==> src/hw/mlc_defines.svh <==
// Register indices, field positions and reset values of the loop configuration bank
`ifndef MLC_DEFINES_SVH
`define MLC_DEFINES_SVH

`define MLC_IDX_BRAKE_PARAMS   10'h08A
`define MLC_IDX_CURRENT_GAIN   10'h08C
`define MLC_IDX_SPEED_GAIN     10'h08E

`define MLC_SLOT_BRAKE_PARAMS  2'h0
`define MLC_SLOT_CURRENT_GAIN  2'h1
`define MLC_SLOT_SPEED_GAIN    2'h2

`define MLC_REG_RESET          32'h00000000
`define MLC_BRAKE_PCT_RESET    10'h3E8

`define MLC_PARITY_BIT         31
`define MLC_BRAKE_CODE_MSB     19
`define MLC_BRAKE_CODE_LSB     16
`define MLC_RES_MSB            15
`define MLC_RES_LSB            8
`define MLC_IND_MSB            7
`define MLC_IND_LSB            0
`define MLC_BEMF_MSB           30
`define MLC_BEMF_LSB           23
`define MLC_CKP_MSB            22
`define MLC_CKP_LSB            13
`define MLC_CKI_MSB            12
`define MLC_CKI_LSB            3
`define MLC_VKP_HI_MSB         2
`define MLC_VKP_HI_LSB         0
`define MLC_VKP_LO_MSB         30
`define MLC_VKP_LO_LSB         24
`define MLC_VKI_MSB            23
`define MLC_VKI_LSB            14
`define MLC_MAX_SPEED_MSB      13
`define MLC_MAX_SPEED_LSB      0

`define MLC_PCT_SCALE          24'h0003E8
`define MLC_RESP_OKAY          2'h0
`define MLC_RESP_SLVERR        2'h2

`endif

==> src/hw/mlc_pkg.sv <==
// Types shared by the loop configuration bank
package mlc_pkg;

   typedef enum logic [1:0] {
      MLC_RD_IDLE  = 2'b00,
      MLC_RD_FETCH = 2'b01,
      MLC_RD_RESP  = 2'b10
   } mlc_rd_state_t;

endpackage

==> src/hw/mlc_config_bank.sv <==
// Loop configuration register bank with AXI4-Lite slave and decoded loop settings
//
// Notes on behaviour
// - Brake code maps to percent of top speed
// - Brake engages at or below threshold only
// - Phase resistance code in bits 15-8
// - Phase inductance code in bits 7-0
// - Back-EMF constant code in bits 30-23
// - Current proportional gain field bits 22-13
// - Current integral gain field bits 12-3
// - Zero current gain selects automatic calculation
// - Speed gain top three bits from 2-0
// - Speed gain: 0.01 x mantissa / 10^exp
// - Current gain register at 8Ch, zero reset
// - Speed gain register at 8Eh, zero reset
// - Speed gain low seven bits 30-24
// - Speed integral gain field bits 23-14
// - Top speed limit bits 13-0
`timescale 1ns/100ps
`include "mlc_defines.svh"

module mlc_config_bank #(
   parameter int ADDR_WIDTH = 12
) (
   input  wire logic                   aclk,
   input  wire logic                   aresetn,
   // AXI4-Lite slave
   input  wire logic [ADDR_WIDTH-1:0]  s_axi_awaddr,
   input  wire logic                   s_axi_awvalid,
   output logic                        s_axi_awready,
   input  wire logic [31:0]            s_axi_wdata,
   input  wire logic [3:0]             s_axi_wstrb,
   input  wire logic                   s_axi_wvalid,
   output logic                        s_axi_wready,
   output logic [1:0]                  s_axi_bresp,
   output logic                        s_axi_bvalid,
   input  wire logic                   s_axi_bready,
   input  wire logic [ADDR_WIDTH-1:0]  s_axi_araddr,
   input  wire logic                   s_axi_arvalid,
   output logic                        s_axi_arready,
   output logic [31:0]                 s_axi_rdata,
   output logic [1:0]                  s_axi_rresp,
   output logic                        s_axi_rvalid,
   input  wire logic                   s_axi_rready,
   // Loop side
   input  wire logic                   loop_tick,
   input  wire logic                   brake_pin,
   input  wire logic                   stop_brake_request,
   input  wire logic [13:0]            electrical_speed,
   output logic                        brake_engage,
   output logic [9:0]                  brake_speed_limit_pct_x10,
   output logic [7:0]                  phase_resistance_code,
   output logic [7:0]                  phase_inductance_code,
   output logic [7:0]                  back_emf_constant_code,
   output logic [9:0]                  current_prop_gain,
   output logic [9:0]                  current_int_gain,
   output logic                        current_gain_auto,
   output logic [9:0]                  velocity_prop_gain,
   output logic [9:0]                  velocity_int_gain,
   output logic [13:0]                 top_speed_limit
);

   ////////////////////////////////////////////////////////////////////////////////
   // Functions

   // Brake threshold in tenths of a percent of the top speed limit
   function automatic logic [9:0] brake_pct_x10(input logic [3:0] code);
      case (code)
         4'h0:    brake_pct_x10 = 10'h3E8;
         4'h1:    brake_pct_x10 = 10'h384;
         4'h2:    brake_pct_x10 = 10'h320;
         4'h3:    brake_pct_x10 = 10'h2BC;
         4'h4:    brake_pct_x10 = 10'h258;
         4'h5:    brake_pct_x10 = 10'h1F4;
         4'h6:    brake_pct_x10 = 10'h1C2;
         4'h7:    brake_pct_x10 = 10'h190;
         4'h8:    brake_pct_x10 = 10'h15E;
         4'h9:    brake_pct_x10 = 10'h12C;
         4'hA:    brake_pct_x10 = 10'h0FA;
         4'hB:    brake_pct_x10 = 10'h0C8;
         4'hC:    brake_pct_x10 = 10'h096;
         4'hD:    brake_pct_x10 = 10'h064;
         4'hE:    brake_pct_x10 = 10'h032;
         default: brake_pct_x10 = 10'h019;
      endcase
   endfunction

   // Maps a byte address to a store slot; slot 3 means unmapped
   function automatic logic [1:0] decode_slot(input logic [ADDR_WIDTH-1:0] addr);
      logic [9:0] idx;
      idx = 10'(addr >> 2);
      if (addr[1:0] != 2'h0) begin
         decode_slot = 2'h3;
      end else if (idx == `MLC_IDX_BRAKE_PARAMS) begin
         decode_slot = `MLC_SLOT_BRAKE_PARAMS;
      end else if (idx == `MLC_IDX_CURRENT_GAIN) begin
         decode_slot = `MLC_SLOT_CURRENT_GAIN;
      end else if (idx == `MLC_IDX_SPEED_GAIN) begin
         decode_slot = `MLC_SLOT_SPEED_GAIN;
      end else begin
         decode_slot = 2'h3;
      end
   endfunction

   // High when a gain field asks for automatic calculation
   function automatic logic gain_is_auto(input logic [9:0] field);
      gain_is_auto = (field == 10'h000);
   endfunction

   ////////////////////////////////////////////////////////////////////////////////
   // State

   typedef struct packed {
      logic                  awready;
      logic                  wready;
      logic                  aw_held;
      logic                  w_held;
      logic [1:0]            wr_slot;
      logic [31:0]           wdata;
      logic [3:0]            wstrb;
      logic                  bvalid;
      logic [1:0]            bresp;
      mlc_pkg::mlc_rd_state_t rd_state;
      logic [1:0]            rd_slot;
      logic                  arready;
      logic                  rvalid;
      logic [31:0]           rdata;
      logic [1:0]            rresp;
      logic                  brake_engage;
      logic [9:0]            brake_pct;
      logic [7:0]            res_code;
      logic [7:0]            ind_code;
      logic [7:0]            bemf_code;
      logic [9:0]            ckp;
      logic [9:0]            cki;
      logic                  c_auto;
      logic [9:0]            vkp;
      logic [9:0]            vki;
      logic [13:0]           max_speed;
   } mlc_state_t;

   mlc_state_t              state;
   mlc_state_t              next_state;
   logic                    wr_en;
   logic [31:0]             rf_rd_data;
   logic [2:0][31:0]        words;
   logic [31:0]             w_brake;
   logic [31:0]             w_cur;
   logic [31:0]             w_spd;
   logic [23:0]             speed_scaled;
   logic [23:0]             limit_scaled;
   logic                    speed_below_limit;

   assign wr_en   = state.aw_held && state.w_held && !state.bvalid && state.wr_slot != 2'h3;
   assign w_brake = words[`MLC_SLOT_BRAKE_PARAMS];
   assign w_cur   = words[`MLC_SLOT_CURRENT_GAIN];
   assign w_spd   = words[`MLC_SLOT_SPEED_GAIN];

   ////////////////////////////////////////////////////////////////////////////////
   // Register store

   // Read port takes the slot being accepted, so its data stand in the fetch cycle
   mlc_regfile #(
      .DEPTH (3),
      .WIDTH (32)
   ) u_store (
      .aclk    (aclk),
      .aresetn (aresetn),
      .wr_en   (wr_en),
      .wr_slot (state.wr_slot),
      .wr_data (state.wdata),
      .wr_strb (state.wstrb),
      .rd_slot (next_state.rd_slot),
      .rd_data (rf_rd_data),
      .words   (words)
   );

   ////////////////////////////////////////////////////////////////////////////////
   // Next state

   always_comb begin
      next_state = state;
      // Write address and data are taken independently, in either order
      if (s_axi_awvalid && state.awready) begin
         next_state.aw_held = 1'b1;
         next_state.wr_slot = decode_slot(s_axi_awaddr);
      end
      if (s_axi_wvalid && state.wready) begin
         next_state.w_held = 1'b1;
         next_state.wdata  = s_axi_wdata;
         next_state.wstrb  = s_axi_wstrb;
      end
      // Both halves held: a mapped slot is written and the response raised together
      if (state.aw_held && state.w_held && !state.bvalid) begin
         next_state.aw_held = 1'b0;
         next_state.w_held  = 1'b0;
         next_state.bvalid  = 1'b1;
         next_state.bresp   = (state.wr_slot == 2'h3) ? `MLC_RESP_SLVERR : `MLC_RESP_OKAY;
      end
      if (state.bvalid && s_axi_bready) begin
         next_state.bvalid = 1'b0;
      end
      next_state.awready = !next_state.aw_held && !next_state.bvalid;
      next_state.wready  = !next_state.w_held && !next_state.bvalid;

      // Read: take address, wait for store read, answer
      next_state.arready = 1'b0;
      case (state.rd_state)
         mlc_pkg::MLC_RD_IDLE: begin
            next_state.arready = 1'b1;
            if (s_axi_arvalid && state.arready) begin
               next_state.rd_slot  = decode_slot(s_axi_araddr);
               next_state.arready  = 1'b0;
               next_state.rd_state = mlc_pkg::MLC_RD_FETCH;
            end
         end
         mlc_pkg::MLC_RD_FETCH: begin
            // Store data were registered at the edge that took the address
            next_state.rvalid   = 1'b1;
            next_state.rdata    = (state.rd_slot == 2'h3) ? 32'h00000000 : rf_rd_data;
            next_state.rresp    = (state.rd_slot == 2'h3) ? `MLC_RESP_SLVERR : `MLC_RESP_OKAY;
            next_state.rd_state = mlc_pkg::MLC_RD_RESP;
         end
         mlc_pkg::MLC_RD_RESP: begin
            if (s_axi_rready) begin
               next_state.rvalid   = 1'b0;
               next_state.arready  = 1'b1;
               next_state.rd_state = mlc_pkg::MLC_RD_IDLE;
            end
         end
         default: begin
            next_state.rvalid   = 1'b0;
            next_state.rd_state = mlc_pkg::MLC_RD_IDLE;
         end
      endcase

      // New settings reach the loop only at its evaluation tick
      if (loop_tick) begin
         next_state.brake_pct = brake_pct_x10(
            w_brake[`MLC_BRAKE_CODE_MSB:`MLC_BRAKE_CODE_LSB]);
         next_state.res_code  = w_brake[`MLC_RES_MSB:`MLC_RES_LSB];
         next_state.ind_code  = w_brake[`MLC_IND_MSB:`MLC_IND_LSB];
         next_state.bemf_code = w_cur[`MLC_BEMF_MSB:`MLC_BEMF_LSB];
         next_state.ckp       = w_cur[`MLC_CKP_MSB:`MLC_CKP_LSB];
         next_state.cki       = w_cur[`MLC_CKI_MSB:`MLC_CKI_LSB];
         next_state.c_auto    = gain_is_auto(w_cur[`MLC_CKP_MSB:`MLC_CKP_LSB])
                             || gain_is_auto(w_cur[`MLC_CKI_MSB:`MLC_CKI_LSB]);
         next_state.vkp       = {w_cur[`MLC_VKP_HI_MSB:`MLC_VKP_HI_LSB],
                                 w_spd[`MLC_VKP_LO_MSB:`MLC_VKP_LO_LSB]};
         next_state.vki       = w_spd[`MLC_VKI_MSB:`MLC_VKI_LSB];
         next_state.max_speed = w_spd[`MLC_MAX_SPEED_MSB:`MLC_MAX_SPEED_LSB];
      end

      // Braking from pin or braking stop mode only once speed is down to the threshold
      next_state.brake_engage = (brake_pin || stop_brake_request)
                             && speed_below_limit;
   end

   assign speed_scaled = 24'(electrical_speed) * `MLC_PCT_SCALE;
   assign limit_scaled = 24'(state.max_speed) * 24'(state.brake_pct);
   assign speed_below_limit = (speed_scaled <= limit_scaled);

   always_ff @(posedge aclk) begin
      if (!aresetn) begin
         state          <= '0;
         state.awready  <= 1'b1;
         state.wready   <= 1'b1;
         state.arready  <= 1'b1;
         state.rd_state <= mlc_pkg::MLC_RD_IDLE;
         // Code 0 of the zeroed register decodes to the full top speed
         state.brake_pct <= `MLC_BRAKE_PCT_RESET;
      end else begin
         state <= next_state;
      end
   end

   ////////////////////////////////////////////////////////////////////////////////
   // Outputs

   assign s_axi_awready             = state.awready;
   assign s_axi_wready              = state.wready;
   assign s_axi_bresp               = state.bresp;
   assign s_axi_bvalid              = state.bvalid;
   assign s_axi_arready             = state.arready;
   assign s_axi_rdata               = state.rdata;
   assign s_axi_rresp               = state.rresp;
   assign s_axi_rvalid              = state.rvalid;
   assign brake_engage              = state.brake_engage;
   assign brake_speed_limit_pct_x10 = state.brake_pct;
   assign phase_resistance_code     = state.res_code;
   assign phase_inductance_code     = state.ind_code;
   assign back_emf_constant_code    = state.bemf_code;
   assign current_prop_gain         = state.ckp;
   assign current_int_gain          = state.cki;
   assign current_gain_auto         = state.c_auto;
   assign velocity_prop_gain        = state.vkp;
   assign velocity_int_gain         = state.vki;
   assign top_speed_limit           = state.max_speed;

endmodule

==> src/hw/mlc_regfile.sv <==
// Three-word register store with byte strobes and a registered read port
`timescale 1ns/100ps
`include "mlc_defines.svh"

module mlc_regfile #(
   parameter int DEPTH = 3,
   parameter int WIDTH = 32
) (
   input  wire logic                         aclk,
   input  wire logic                         aresetn,
   input  wire logic                         wr_en,
   input  wire logic [1:0]                   wr_slot,
   input  wire logic [WIDTH-1:0]             wr_data,
   input  wire logic [WIDTH/8-1:0]           wr_strb,
   input  wire logic [1:0]                   rd_slot,
   output logic      [WIDTH-1:0]             rd_data,
   output logic      [DEPTH-1:0][WIDTH-1:0]  words
);

   typedef struct packed {
      logic [DEPTH-1:0][WIDTH-1:0] mem;
      logic [WIDTH-1:0]            rd_data;
   } mlc_rf_state_t;

   mlc_rf_state_t state;
   mlc_rf_state_t next_state;

   always_comb begin
      next_state = state;
      // Byte-lane merge; every bit, parity included, reads back as written
      if (wr_en && (32'(wr_slot) < DEPTH)) begin
         for (int b = 0; b < WIDTH / 8; b++) begin
            if (wr_strb[b]) begin
               next_state.mem[wr_slot][b*8 +: 8] = wr_data[b*8 +: 8];
            end
         end
      end
      next_state.rd_data = (32'(rd_slot) < DEPTH) ? state.mem[rd_slot] : '0;
   end

   always_ff @(posedge aclk) begin
      if (!aresetn) begin
         state.mem     <= {DEPTH{`MLC_REG_RESET}};
         state.rd_data <= '0;
      end else begin
         state <= next_state;
      end
   end

   assign rd_data = state.rd_data;
   assign words   = state.mem;

endmodule

==> config.mk <==
export PLATFORM = sky130hd
export DESIGN_NAME = mlc_config_bank
export DESIGN_NICKNAME = d
export VERILOG_FILES = /design/src/hw/mlc_pkg.sv /design/src/hw/mlc_config_bank.sv /design/src/hw/mlc_regfile.sv
export VERILOG_INCLUDE_DIRS = /design/src /design/src/hw
export SDC_FILE = /design/constraint.sdc
export NUM_CORES = 1
export LEC_CHECK = 0
export ABC_CLOCK_PERIOD_IN_PS = 13400
export BUFFER_PORTS_ARGS = -buffer_cell sky130_fd_sc_hd__buf_2
export CAP_MARGIN = 20
export CORE_ASPECT_RATIO = 1.25
export CORE_UTILIZATION = 65
export CTS_CLUSTER_DIAMETER = 40
export CTS_CLUSTER_SIZE = 28
export DETAILED_ROUTE_END_ITERATION = 10
export PLACE_DENSITY = 0.86
export SKIP_CTS_REPAIR_TIMING = 1
export SLEW_MARGIN = 20
export SYNTH_ARGS = -nofsm -noshare
export SYNTH_HDL_FRONTEND = slang
export SYNTH_HIERARCHICAL = 1
export SYNTH_SLANG_ARGS = --single-unit
==> constraint.sdc <==
create_clock -name aclk -period 13.4 [get_ports aclk]
set_input_delay 2.68 -clock aclk [delete_from_list [all_inputs] [get_ports aclk]]
set_output_delay 2.68 -clock aclk [all_outputs]
set_load 0.05 [all_outputs]
## Yosys cells after proc, flatten, opt, wreduce, memory -nomap -nowiden

Memory sizes are Yosys's and may differ from the RTL's. A register that Yosys moved wholly into a read port is not among the register bits.
Index checks and enable logic that the tools add are counted.

- Bits in registers: 293
- ROM bits: 160
- Output and inout port bits: 131
- Memories: 1

- Multipliers: 2
- Order comparisons: 6
- Eq/ne operators: 13
- Mux-type cells: 44
- Bitwise operators: 1
- Reductions and logical operators: 27

Memory list:

| memory | depth | bits a word | rd ports | clocked after memory_dff | wr ports | RTL line | text |
|---|---|---|---|---|---|---|---|
| (no name shown) | 16 | 10 | 1 | 1 | 0 | mlc_config_bank.sv:68 | `case (code)` |

Operators by type and width:

| cell | count |
|---|---|
| 96-bit 2-to-1 mux | 7 |
| 96-bit bitwise mux | 4 |
| 32-bit demux with 2-bit select | 4 |
| 32-bit 2-to-1 mux | 3 |
| 32-bit binary-select mux with 2-bit select | 1 |
| 10-bit by 8-bit == test with 1-bit output (second input constant) | 6 |
| 24-bit less-or-equal comparator | 1 |
| 14-bit by 10-bit multiplier with 24-bit output | 1 |
| 2-bit 2-to-1 mux | 12 |
| 24-bit 2-to-1 mux | 1 |
| 14-bit by 7-bit multiplier with 21-bit output (second input constant) | 1 |
| 10-bit logical NOT | 2 |
| 16-bit 2-to-1 mux | 1 |
| 1-bit logical AND | 12 |
| 8-bit 2-to-1 mux | 1 |
| 2-bit == test (second input constant) | 3 |
| 2-bit by 3-bit less-than comparator with 1-bit output (second input constant) | 2 |
| 2-bit inequality test (second input constant) | 3 |
| 2-bit one-hot mux with 3 select lines | 1 |
| 2-bit AND reduction | 3 |
| 1-bit logical NOT | 5 |
| 1-bit 2-to-1 mux | 5 |
| 5-bit 2-to-1 mux | 1 |
| 2-bit less-than comparator (second input constant) | 2 |
| 9 further kinds | 11 |

## Logic depth before layout (Yosys ltp)

Gate-level depths: netlist (run 1).

- Word-level depth: 15
- Gate-level depth with buffers: 26
- Mapped depth without buffers: 25

## Modules after synthesis

Netlist (run 1), hierarchy kept.

Modules (own cells, without submodules):

| module | instances | cells each | area each (um^2) |
|---|---|---|---|
| mlc_config_bank | 1 | 1626 | 14856.7 |
| mlc_regfile | 1 | 469 | 4857.2 |

## Worst setup path after synthesis (run 1)

Ideal clock, no wire load.

- Path kind: input to register
- Start: in electrical_speed[3]
- End: reg state, in the netlist brake_engage
- Setup time: 123 ps
- Arrival: 7463 ps
- Slack: 5814 ps
- Stages: 19
- Buffers on the path: 0
- Cell sequence: fa_1 -> inv_1 -> fa_1 -> inv_1 -> fa_1 -> fa_1 -> ha_1 -> or3_4 -> o2111ai_2 -> nand2_2 -> a311oi_4 -> nor3_1 -> or3_1 -> ha_1 -> nand4_1 -> nor4_1 -> o31ai_1 -> o2111ai_1 -> o21ai_0

- Cells in the longest elaborated chain, start to end: 3

RTL lines:

| what | RTL line | text |
|---|---|---|
| from (decl) | mlc_config_bank.sv:49 | `input wire logic [13:0] electrical_speed,` |
| 14-bit by 7-bit multiplier with 21-bit output (no source line) | -- |  |
| 24-bit less-or-equal comparator | mlc_config_bank.sv:261 | `assign speed_below_limit = (speed_scaled <= limit_scaled);` |
| 1-bit logical AND | mlc_config_bank.sv:256 | `&& speed_below_limit;` |
| to (signal assigned) | mlc_config_bank.sv:273 | `state <= next_state;` |
| to (decl) | mlc_config_bank.sv:142 | `mlc_state_t state;` |

No other way between the ends.
A chain may end at the register's enable or synchronous reset.

## Final worst setup path (run 1)

- Start: in electrical_speed[2]
- End: reg state, in the netlist brake_engage

The elaborated chain is that of the path after synthesis.

==> results of run 1 <==
[power breakdown]
group	switching (mW)	total, mW	internal [mW]
clock	0.369	0.744	0.375
sequential	0.0118	0.919	0.907
combinational	0.481	0.865	0.384
total	0.861	2.53	1.67
[how the worst max path moves through the flow]
stage / endpoint / slack [ns] / cells after the start / startpoint
floorplan: brake_engage / 5.81 / 19 / electrical_speed[3]
global placement: brake_engage / 5.43 / 20 / electrical_speed[3]
detailed placement: brake_engage / 5.19 / 20 / electrical_speed[2]
CTS: brake_engage / 5.70 / 20 / electrical_speed[2]
global route: brake_engage / 5.37 / 20 / electrical_speed[3]
finish: brake_engage / 5.61 / 20 / electrical_speed[2]
[metal layers]
layer  global-route usage [%]  wire length, µm  vias up
met5                        0                0        -
met4                     10.5             1350        0
met3                     3.63             2170       91
met2                     50.8            22400      406
met1                     34.9            18100     6956
li1                         -                -     6809
[state kept, by name, summed over array words and instances (netlist names), 8 cells and up]
| signal | flops |
|---|---|
| u_store/words | 96 |
| state | 44 |
| s_axi_rdata | 32 |
| u_store/rd_data | 32 |
| top_speed_limit | 14 |
| brake_speed_limit_pct_x10 | 10 |
| current_int_gain | 10 |
| current_prop_gain | 10 |
| velocity_int_gain | 10 |
| velocity_prop_gain | 10 |
| back_emf_constant_code | 8 |
| phase_inductance_code | 8 |
| phase_resistance_code | 8 |
[per-stage QoR]
step                std cells  hold WS, ns
floorplan                2096        0.434
global placement         2478        0.442
detailed placement       2478        0.450
CTS                      2522        0.463
global route             2522        0.481
finish                   2522        0.461
[cells by family after synthesis]
logic type	after synthesis	synth area share, %
buffers and inverters	398	10.2
muxes	208	10.6
adders and majority gates	275	22.8
AOI/OAI and AO/OA	251	8.70
and+or+nand+nor	624	15.5
DFF	301	30.6
xor gates and xnor gates	37	1.64
other	1	0.0190
[cells in the mapped netlist, drive strengths merged (7+ instances only)]
cell	count	area, µm²
a21oi	45	225
fa	140	2800
nand2b	11	68.8
xor2	17	149
nand4b	8	70.1
a22oi	32	240
o211ai	7	52.6
nand4	9	56.3
xnor2	20	175
a21boi	41	308
nand2	315	1180
buf	167	1150
nor2b	122	763
mux2i	208	2080
dfxtp	301	6030
nor3	12	60.1
nor2	38	143
ha	135	1690
o21ai	31	155
inv	164	616
o22ai	32	200
a21o	17	129
and2	71	444
clkbuf	67	251
nand3	12	60.1
nor4	8	50.1
[cell type report]
cell class | instances | area share [%]
flip-flops and latches | 301 | 28.9
repair buffers | 220 | 5.44
well taps | 396 | 2.38
clock inverters | 19 | 1.18
multi-input cells | 1397 | 56.2
inverters | 164 | 2.96
clock buffers | 25 | 2.90
[worst max-delay path, cell delays in order]
cell and delay (ns):
buf_2 0.16, fa_1 0.54, inv_1 0.05, fa_1 0.51, inv_1 0.06, fa_1 0.52, fa_1 0.43, ha_1 0.25
or3_4 0.39, o2111ai_2 0.22, nand2_2 0.13, a311oi_4 0.40, nor3_1 0.10, or3_1 0.38, ha_1 0.32, nand4_1 0.18
nor4_1 0.48, o31ai_1 0.17, o2111ai_1 0.15, o21ai_0 0.10
==> results_dict.tcl, run 1 <==
set metrics [dict create \
    drc 0 \
    utilization_pct 70.6 \
    die_w_um 158 \
    routabilityCongestion 0.873 \
    worstHoldStart "u_store/words[23]" \
    path_clk_slew_ns 0.07 \
    drive_above_1_share_pct 13.1 \
    n_antenna_cell 0 \
    async_flop_share_pct 0 \
    min_period_ns 7.79 \
    insertion_delay_ns 0.54 \
    arrival_ns 8.20 \
    cellPowerDensity_nw_per_um2 121 \
    fill_cells 2150 \
    numCtsBuffers 24 \
    yosysWarnings 6 \
    finalInstanceArea_um2 20800 \
    slew_headroom_pct 26.7 \
    cts_num_sinks 301 \
    htreeDepth 1 \
    start_util_pct 66.8 \
    worst_pin_slew_ns 1.10 \
    synthFlopType "dfxtp_1" \
    ir_worst_vdd_uv 125 \
    grt_usage_pct 28.5 \
    wl_per_cell_um 17.4 \
    power.leakage_nw 9.87 \
    synth-edff-count 0 \
    hold_violations 0 \
    cp_data_required_time_ns 13.81 \
    final_antenna_net_count 0 \
    ff2ff_path_depth 23 \
    syn_inst 2095 \
    overflow 0 \
    final_cell_mix "314 x nand2_1, 301 x dfxtp_1, 210 x buf_2" \
    vias 14300 \
    syn-cell-area_um2 19700 \
    cts_tree "done" \
    ys_types 64 \
    timing.hold.worst.class "flip-flop to flip-flop" \
    setup_ws_ns 5.61 \
    placed_cell_area_um2 20000 \
    antenna_found_initial 1 \
    drt_iter0_drc 821 \
    worstReg2RegEnd "brake_engage" \
    slew_violations 0 \
    clk_path_buf_depth 3 \
    io_pins 215 \
    root_buffer "clkbuf_16" \
    hpwl_um 32500 \
    regArea_um2 6030 \
    r2r_setup_slack_ns 6.36 \
    place_ws_ns 5.19 \
    dieHeight_um 197 \
    critPathMaxFanout 6 \
    grt_pass1_wl_um 70500 \
    core_region_area_um2 29500 \
    hold_end "u_store/words[23]" \
    tns_ns 0 \
    worst_setup_path_start_kind "input port" \
    syn_area_per_cell_um2 9.41 \
    max_freq_mhz 128 \
    holdPathStages 2 \
    status "finished clean" \
    first_pass_iters 7 \
    path_class "input port to flip-flop" \
    port_buffers 212 \
    setup_viol 0 \
    nets 2467 \
    viasPerCell 5.66 \
    r2r_start "brake_speed_limit_pct_x10[3]" \
    multiInputGateArea_um2 11700 \
    cp-end-kind "flip-flop" \
    area_growth_pct 5.64 \
    die_area_um2 31000 \
    grt_pass1_vias 14400 \
    routed_wl_um 44000 \
    ys_seq_area_share_pct 30.6 \
    grt_max_degree 130 \
    post-route-period-util_pct 58.1 \
    finalPower_mw 2.53 \
    ys_seq_elements 301 \
    skew_ns 0.0195 \
    rsz0062_at_grt "false" \
    layout_commonest_cell "nand2_1" \
    core.rowCount 70 \
    max_cap_violations 0 \
]
(Power assumes the default switching activity.)
==> run 2: changes to the inputs <==
--- a/config.mk
+++ b/config.mk
@@ -6,15 +6,15 @@
 export SDC_FILE = /design/constraint.sdc
 export NUM_CORES = 1
 export LEC_CHECK = 0
-export ABC_CLOCK_PERIOD_IN_PS = 13400
+export ABC_CLOCK_PERIOD_IN_PS = 7950
 export BUFFER_PORTS_ARGS = -buffer_cell sky130_fd_sc_hd__buf_2
 export CAP_MARGIN = 20
 export CORE_ASPECT_RATIO = 1.25
-export CORE_UTILIZATION = 65
+export CORE_UTILIZATION = 60
 export CTS_CLUSTER_DIAMETER = 40
 export CTS_CLUSTER_SIZE = 28
 export DETAILED_ROUTE_END_ITERATION = 10
-export PLACE_DENSITY = 0.86
+export PLACE_DENSITY = 0.8
 export SKIP_CTS_REPAIR_TIMING = 1
 export SLEW_MARGIN = 20
 export SYNTH_ARGS = -nofsm -noshare
==> constraint.sdc (replaced) <==
create_clock -name aclk -period 7.95 [get_ports aclk]
set_input_delay 1.59 -clock aclk [delete_from_list [all_inputs] [get_ports aclk]]
set_output_delay 1.59 -clock aclk [all_outputs]
set_load 0.05 [all_outputs]
==> run 2 against run 1 <==
  * Die area grew 8.2%
  * Critical path depth grew 1
  * Global-route usage shrank 1.8 points
  * Critical endpoint unchanged
  * Worst setup slack lost 4.6 ns
  * Non-clock buffer count grew 1
  * Register-to-register slack lost 5.3 ns
  * Sequential power grew 69%
==> results_dict.tcl, run 2 (synthesis results as in run 1) <==
set metrics [dict create \
    pwr-share-comb_pct 33.2 \
    grt_pass1_vias 14500 \
    ir_worst_vdd_uv 205 \
    grt_usage_pct 26.7 \
    core.rowCount 73 \
    core_region_area_um2 32100 \
    wl_per_cell_um 17.5 \
    insertion_delay_ns 0.56 \
    layout_commonest_cell "nand2_1" \
    skew_ns 0.0353 \
    ff2ff_path_depth 21 \
    placed_cells 2495 \
    setup_ws_ns 1.02 \
    finalInstanceArea_um2 20900 \
    max_cap_violations 0 \
    drt_iter0_drc 728 \
    tns_ns 0 \
    die_area_um2 33600 \
    fill_cells 2592 \
    clkPwrFrac_pct 30.6 \
    path_clk_slew_ns 0.07 \
    pwr-share-seq_pct 36.2 \
    crit_start "brake_speed_limit_pct_x10[3]" \
    antenna_found_initial 0 \
    utilization_pct 65.2 \
    rsz0062_at_grt "false" \
    slew_headroom_pct 25.5 \
    vias 14300 \
    hold_violations 0 \
    root_buffer "clkbuf_16" \
    hpwl_um 32900 \
    worst_setup_path_start_kind "flip-flop" \
    endpoint "brake_engage" \
    largest_register_ff_count 96 \
    routed_wl_um 44300 \
    finalPower_mw 4.27 \
    path_class "flip-flop to flip-flop" \
    cts_tree "done" \
    setup_viol 0 \
    final_antenna_net_count 0 \
    arrival_ns 7.33 \
    htreeDepth 1 \
    post-route-period-util_pct 87.1 \
    power.leakage_nw 9.89 \
    switching_share_pct 33.3 \
    routabilityCongestion 0.890 \
    worst_pin_slew_ns 1.12 \
    placed_cell_area_um2 20000 \
    clk_path_buf_depth 3 \
    numCtsBuffers 26 \
    dieHeight_um 205 \
    first_pass_iters 5 \
    grt_pass1_wl_um 71400 \
    cp-end-kind "flip-flop" \
    worstReg2RegEnd "brake_engage" \
    post_layout_nonfiller_instances 2540 \
    cp_data_required_time_ns 8.35 \
    timing.hold.worst.class "flip-flop to flip-flop" \
    slew_violations 0 \
    io_pins 215 \
    status "finished clean" \
    n_antenna_cell 0 \
    viasPerCell 5.62 \
    regArea_um2 6030 \
    r2r_start "brake_speed_limit_pct_x10[3]" \
    p_int_mw 2.85 \
    start_util_pct 61.5 \
    area_growth_pct 6.02 \
    overflow 0 \
    cellPowerDensity_nw_per_um2 204 \
    die_w_um 164 \
    port_buffers 212 \
    fin_hold_ws_ns 0.462 \
    net-switching-power_mw 1.42 \
    r2r_setup_slack_ns 1.02 \
    multiInputGateArea_um2 11700 \
    min_period_ns 6.93 \
    place_ws_ns 0.897 \
    drive_above_1_share_pct 13.1 \
    cts_num_sinks 301 \
    final_cell_mix "314 x nand2_1, 301 x dfxtp_1, 210 x buf_2" \
    grt_max_degree 163 \
    drc 0 \
    max_freq_mhz 144 \
    nets 2470 \
    critPathMaxFanout 16 \
]
-- run 2: cell types whose count changed in the layout (fill, tap and decap cells not counted), sizes merged --
cell	previous run	this run
clkbuf	26	31
clkinv	9	4
buf	219	220
inv	172	173
-- run 2: per-layer routing --
| metal | GRT usage, % | vias up | share of wire, % |
|---|---|---|---|
| li1 | - | 6812 | - |
| met1 | 32.2 | 7022 | 41 |
| met2 | 47.5 | 365 | 50 |
| met3 | 3.89 | 82 | 4.9 |
| met4 | 10.4 | 0 | 3.5 |
| met5 | 0 | - | 0 |
-- run 2: critical path, cell delays in order (launching register included) --
cell and delay (ns):
dfxtp_1 0.75, nand2_1 0.20, fa_1 0.58, inv_1 0.06
fa_1 0.53, fa_1 0.44, fa_1 0.52, fa_1 0.49
ha_1 0.38, and2_1 0.20, and3_1 0.19, a31oi_1 0.32
o31a_1 0.23, o21bai_1 0.12, o41ai_2 0.34, xnor2_1 0.14
ha_1 0.31, nand4_1 0.16, nor4_1 0.43, o31ai_1 0.16
o2111ai_1 0.13, o21ai_0 0.11
-- run 2: final cells by class --
type	instances	area share, %
clock inverters	15	1.00
multi-input cells	1397	56.0
well taps	412	2.47
inverters	164	2.95
clock buffers	30	3.23
repair buffers	221	5.51
flip-flops and latches	301	28.8
-- run 2: how the worst min path moves through the flow --
stage | start | end | slack, ns | cells after the start
CTS | u_store/words[28] | u_store/words[28] | 0.46 | 2
floorplan | u_store/words[20] | u_store/words[20] | 0.43 | 2
global route | state[166] | state[166] | 0.48 | 2
finish | u_store/words[23] | u_store/words[23] | 0.46 | 2
detailed placement | u_store/words[28] | u_store/words[28] | 0.45 | 2
global placement | u_store/words[30] | u_store/words[30] | 0.44 | 2
-- run 2: power by group through the flow --
stage,Clock (mW),Combinational [mW],Sequential (mW)
finish,1.31,1.42,1.55
global route,1.38,1.61,1.55
CTS,1.32,1.42,1.55
detailed placement,0,1.40,1.58
global placement,0,1.35,1.58
floorplan,0,1.11,1.59
==> run 3: changes to the inputs <==
--- a/config.mk
+++ b/config.mk
@@ -19,5 +19,4 @@
 export SLEW_MARGIN = 20
 export SYNTH_ARGS = -nofsm -noshare
 export SYNTH_HDL_FRONTEND = slang
-export SYNTH_HIERARCHICAL = 1
 export SYNTH_SLANG_ARGS = --single-unit
==> run 3 against run 2 <==
  * Critical path type unchanged
  * Largest cell class unchanged
  * Non-clock buffer count rose by 2
  * Clock skew fell by 0.021 ns
  * Total power rose by 5.6%
  * Wire length rose by 2.6%
  * Fmax rose by 4.4%
  * The flow now finishes with violations (DRC)
  * Register-to-register slack improved by 0.29 ns
  * Count of clock-buffer cells in the layout rose by 4
==> results_dict.tcl, run 3 <==
set metrics [dict create \
    finalPower_mw 4.51 \
    antenna_found_initial 0 \
    final_antenna_net_count 0 \
    worst_setup_path_start_kind "flip-flop" \
    grt_max_degree 168 \
    insertion_delay_ns 0.56 \
    nets 2548 \
    slew_violations 0 \
    core_region_area_um2 32900 \
    drc 8 \
    clk_path_buf_depth 3 \
    holdPathStages 2 \
    timing.hold.worst.class "flip-flop to flip-flop" \
    synth-edff-count 0 \
    grt_pass1_wl_um 74600 \
    violations "DRC" \
    min_period_ns 6.64 \
    arrival_ns 7.10 \
    ys_seq_area_share_pct 30.0 \
    yosysWarnings 0 \
    syn_area_per_cell_um2 9.23 \
    dieHeight_um 207 \
    routed_wl_um 45500 \
    synth_area_leaders "dfxtp_1 30%, fa_1 14%, ha_1 8.4%" \
    crit_path_max_incr_delay_ns 0.70 \
    post-route-period-util_pct 83.5 \
    final_cell_mix "301 x dfxtp_1, 278 x nand2_1, 210 x buf_2" \
    ys_types 68 \
    viasPerCell 5.62 \
    root_buffer "clkbuf_16" \
    wl_per_cell_um 17.3 \
    grt_usage_pct 26.7 \
    crit_top_cell "fa_1" \
    synth_common_cells "301 x dfxtp_1, 279 x nand2_1, 163 x inv_1, 140 x fa_1, 136 x nor2b_1" \
    setup_viol 0 \
    rsz0062_at_grt "false" \
    synthFlopType "dfxtp_1" \
    port_buffers 212 \
    die_area_um2 34300 \
    skew_ns 0.0141 \
    core.rowCount 74 \
    io_pins 215 \
    hold_violations 0 \
    ir_worst_vdd_uv 154 \
    start_util_pct 61.2 \
    cp_data_required_time_ns 8.41 \
    hold_end "u_store.words[63]" \
    overflow 0 \
    slew_headroom_pct 31.6 \
    hpwl_um 34200 \
    syn_inst 2179 \
    worstPathCellList "nand2_1, fa_1, inv_1, fa_1, inv_1, fa_1, inv_1, fa_1, fa_1, ha_1, o21ai_0, a21oi_1, o2111a_1, o211ai_1, a21oi_1, o22ai_1, xor2_1, ha_1, nand4_1, nor2_1, nand2_1, or4_1, o211ai_1" \
    async_flop_share_pct 0 \
    path_clk_slew_ns 0.07 \
    critPathMaxFanout 12 \
    htreeDepth 1 \
    worst_pin_slew_ns 1.03 \
    area_growth_pct 6.25 \
    synth_top_area_share_pct 30.0 \
    synth.most_common_cell "dfxtp_1" \
    ys_seq_elements 301 \
    drt_iter0_drc 822 \
    worstHoldStart "u_store.words[63]" \
    syn-cell-area_um2 20100 \
    status "complete, but fails checks" \
    grt_pass1_vias 15000 \
    first_pass_iters 8 \
    place_ws_ns 1.12 \
    tns_ns 0 \
    max_cap_violations 0 \
    max_freq_mhz 151 \
    n_antenna_cell 0 \
    vias 14800 \
    cts_tree "done" \
    largest_register_ff_count 96 \
    yosysTopAreaCell "dfxtp_1" \
    fin_hold_ws_ns 0.472 \
    cpMaxStageDelayCell "dfxtp_1" \
    r2r_start "top_speed_limit[6]" \
    numCtsBuffers 28 \
    path_class "flip-flop to flip-flop" \
    worstReg2RegEnd "brake_engage" \
    cp-end-kind "flip-flop" \
    cellPowerDensity_nw_per_um2 211 \
    routabilityCongestion 0.922 \
    layout_commonest_cell "dfxtp_1" \
    cts_num_sinks 301 \
    r2r_setup_slack_ns 1.31 \
    ff2ff_path_depth 23 \
    setup_ws_ns 1.31 \
    die_w_um 166 \
    drive_above_1_share_pct 13.4 \
    power.leakage_nw 9.74 \
]
[run 3: changes by cell type after synthesis, sizes merged, moves of 8 or more]
cell	delta
o21ai	+8
mux2i	-80
nor2b	+15
clkbuf	+28
nand2	-36
o22ai	-29
o2bb2ai	+32
nand4b	-8
nand3	+76
a21boi	+79
and2	+35
buf	-18
[run 3: layout make-up]
| class | instances | area [µm²] |
|---|---|---|
| clock buffer | 34 | 774 |
| clock inverter | 17 | 231 |
| fill | 2698 | 11500 |
| inverter | 163 | 612 |
| multi-input combinational | 1472 | 12100 |
| sequential | 301 | 6030 |
| tap | 418 | 523 |
| timing repair buffer | 223 | 1150 |
[run 3: logic make-up (layout without fill, tap and decap cells)]
group / count (synthesis) / count (layout) / share of synthesized area, %
AO/OA/AOI/OAI: 338 / 338 / 12.2
AND/OR/NAND/NOR: 690 / 690 / 17.2
flip-flops: 301 / 301 / 30.0
XOR/XNOR: 39 / 39 / 1.70
other: 1 / 2 / 0.0186
adder cells (fa/ha/maj): 275 / 275 / 22.3
multiplexers: 128 / 128 / 6.37
buffers and inverters: 407 / 437 / 10.2
[run 3: how the worst max path moves through the flow]
stage / startpoint / end / slack, ns / cells past startpoint
global placement: electrical_speed[1] / brake_engage / 1.28 / 21
global route: brake_speed_limit_pct_x10[3] / brake_engage / 0.84 / 25
CTS: top_speed_limit[6] / brake_engage / 1.40 / 23
floorplan: electrical_speed[1] / brake_engage / 1.60 / 20
detailed placement: electrical_speed[1] / brake_engage / 1.12 / 20
finish: top_speed_limit[6] / brake_engage / 1.31 / 23
[run 3: power by group]
part / switching (mW) / internal [mW] / leakage [nW]
sequential: 0.0348 / 1.53 / 2.43
clock: 0.645 / 0.792 / 0.491
combinational: 0.850 / 0.658 / 6.81
[run 3: per-layer routing]
| metal | global-route usage, % | share of wire (%) | vias to the layer above | wire length, µm |
|---|---|---|---|---|
| li1 | - | - | 7079 | - |
| met1 | 32.2 | 42 | 7203 | 18900 |
| met2 | 47.4 | 49 | 379 | 22300 |
| met3 | 3.83 | 4.7 | 113 | 2160 |
| met4 | 13.0 | 4.6 | 0 | 2100 |
| met5 | 0 | 0 | - | 0 |
[run 3: per-stage QoR]
stage	std cells	util, %	cell area [µm²]
final	2628	65.0	21400
after global routing	2628	65.0	21400
after CTS	2628	65.0	21400
after detailed placement	2577	62.0	20400
after global placement	2577	62.0	20400
after floorplan	2180	-	20100
[run 3: worst max-delay path, delay by kind of cell (launching register included)]
| family | cells | cell delay, ns |
|---|---|---|
| AND/OR/NAND/NOR | 5 | 1.06 |
| flip-flops | 1 | 0.70 |
| buffers and inverters | 3 | 0.16 |
| XOR/XNOR | 1 | 0.19 |
| adder cells (fa/ha/maj) | 7 | 3.26 |
| AO/OA/AOI/OAI | 7 | 1.18 |
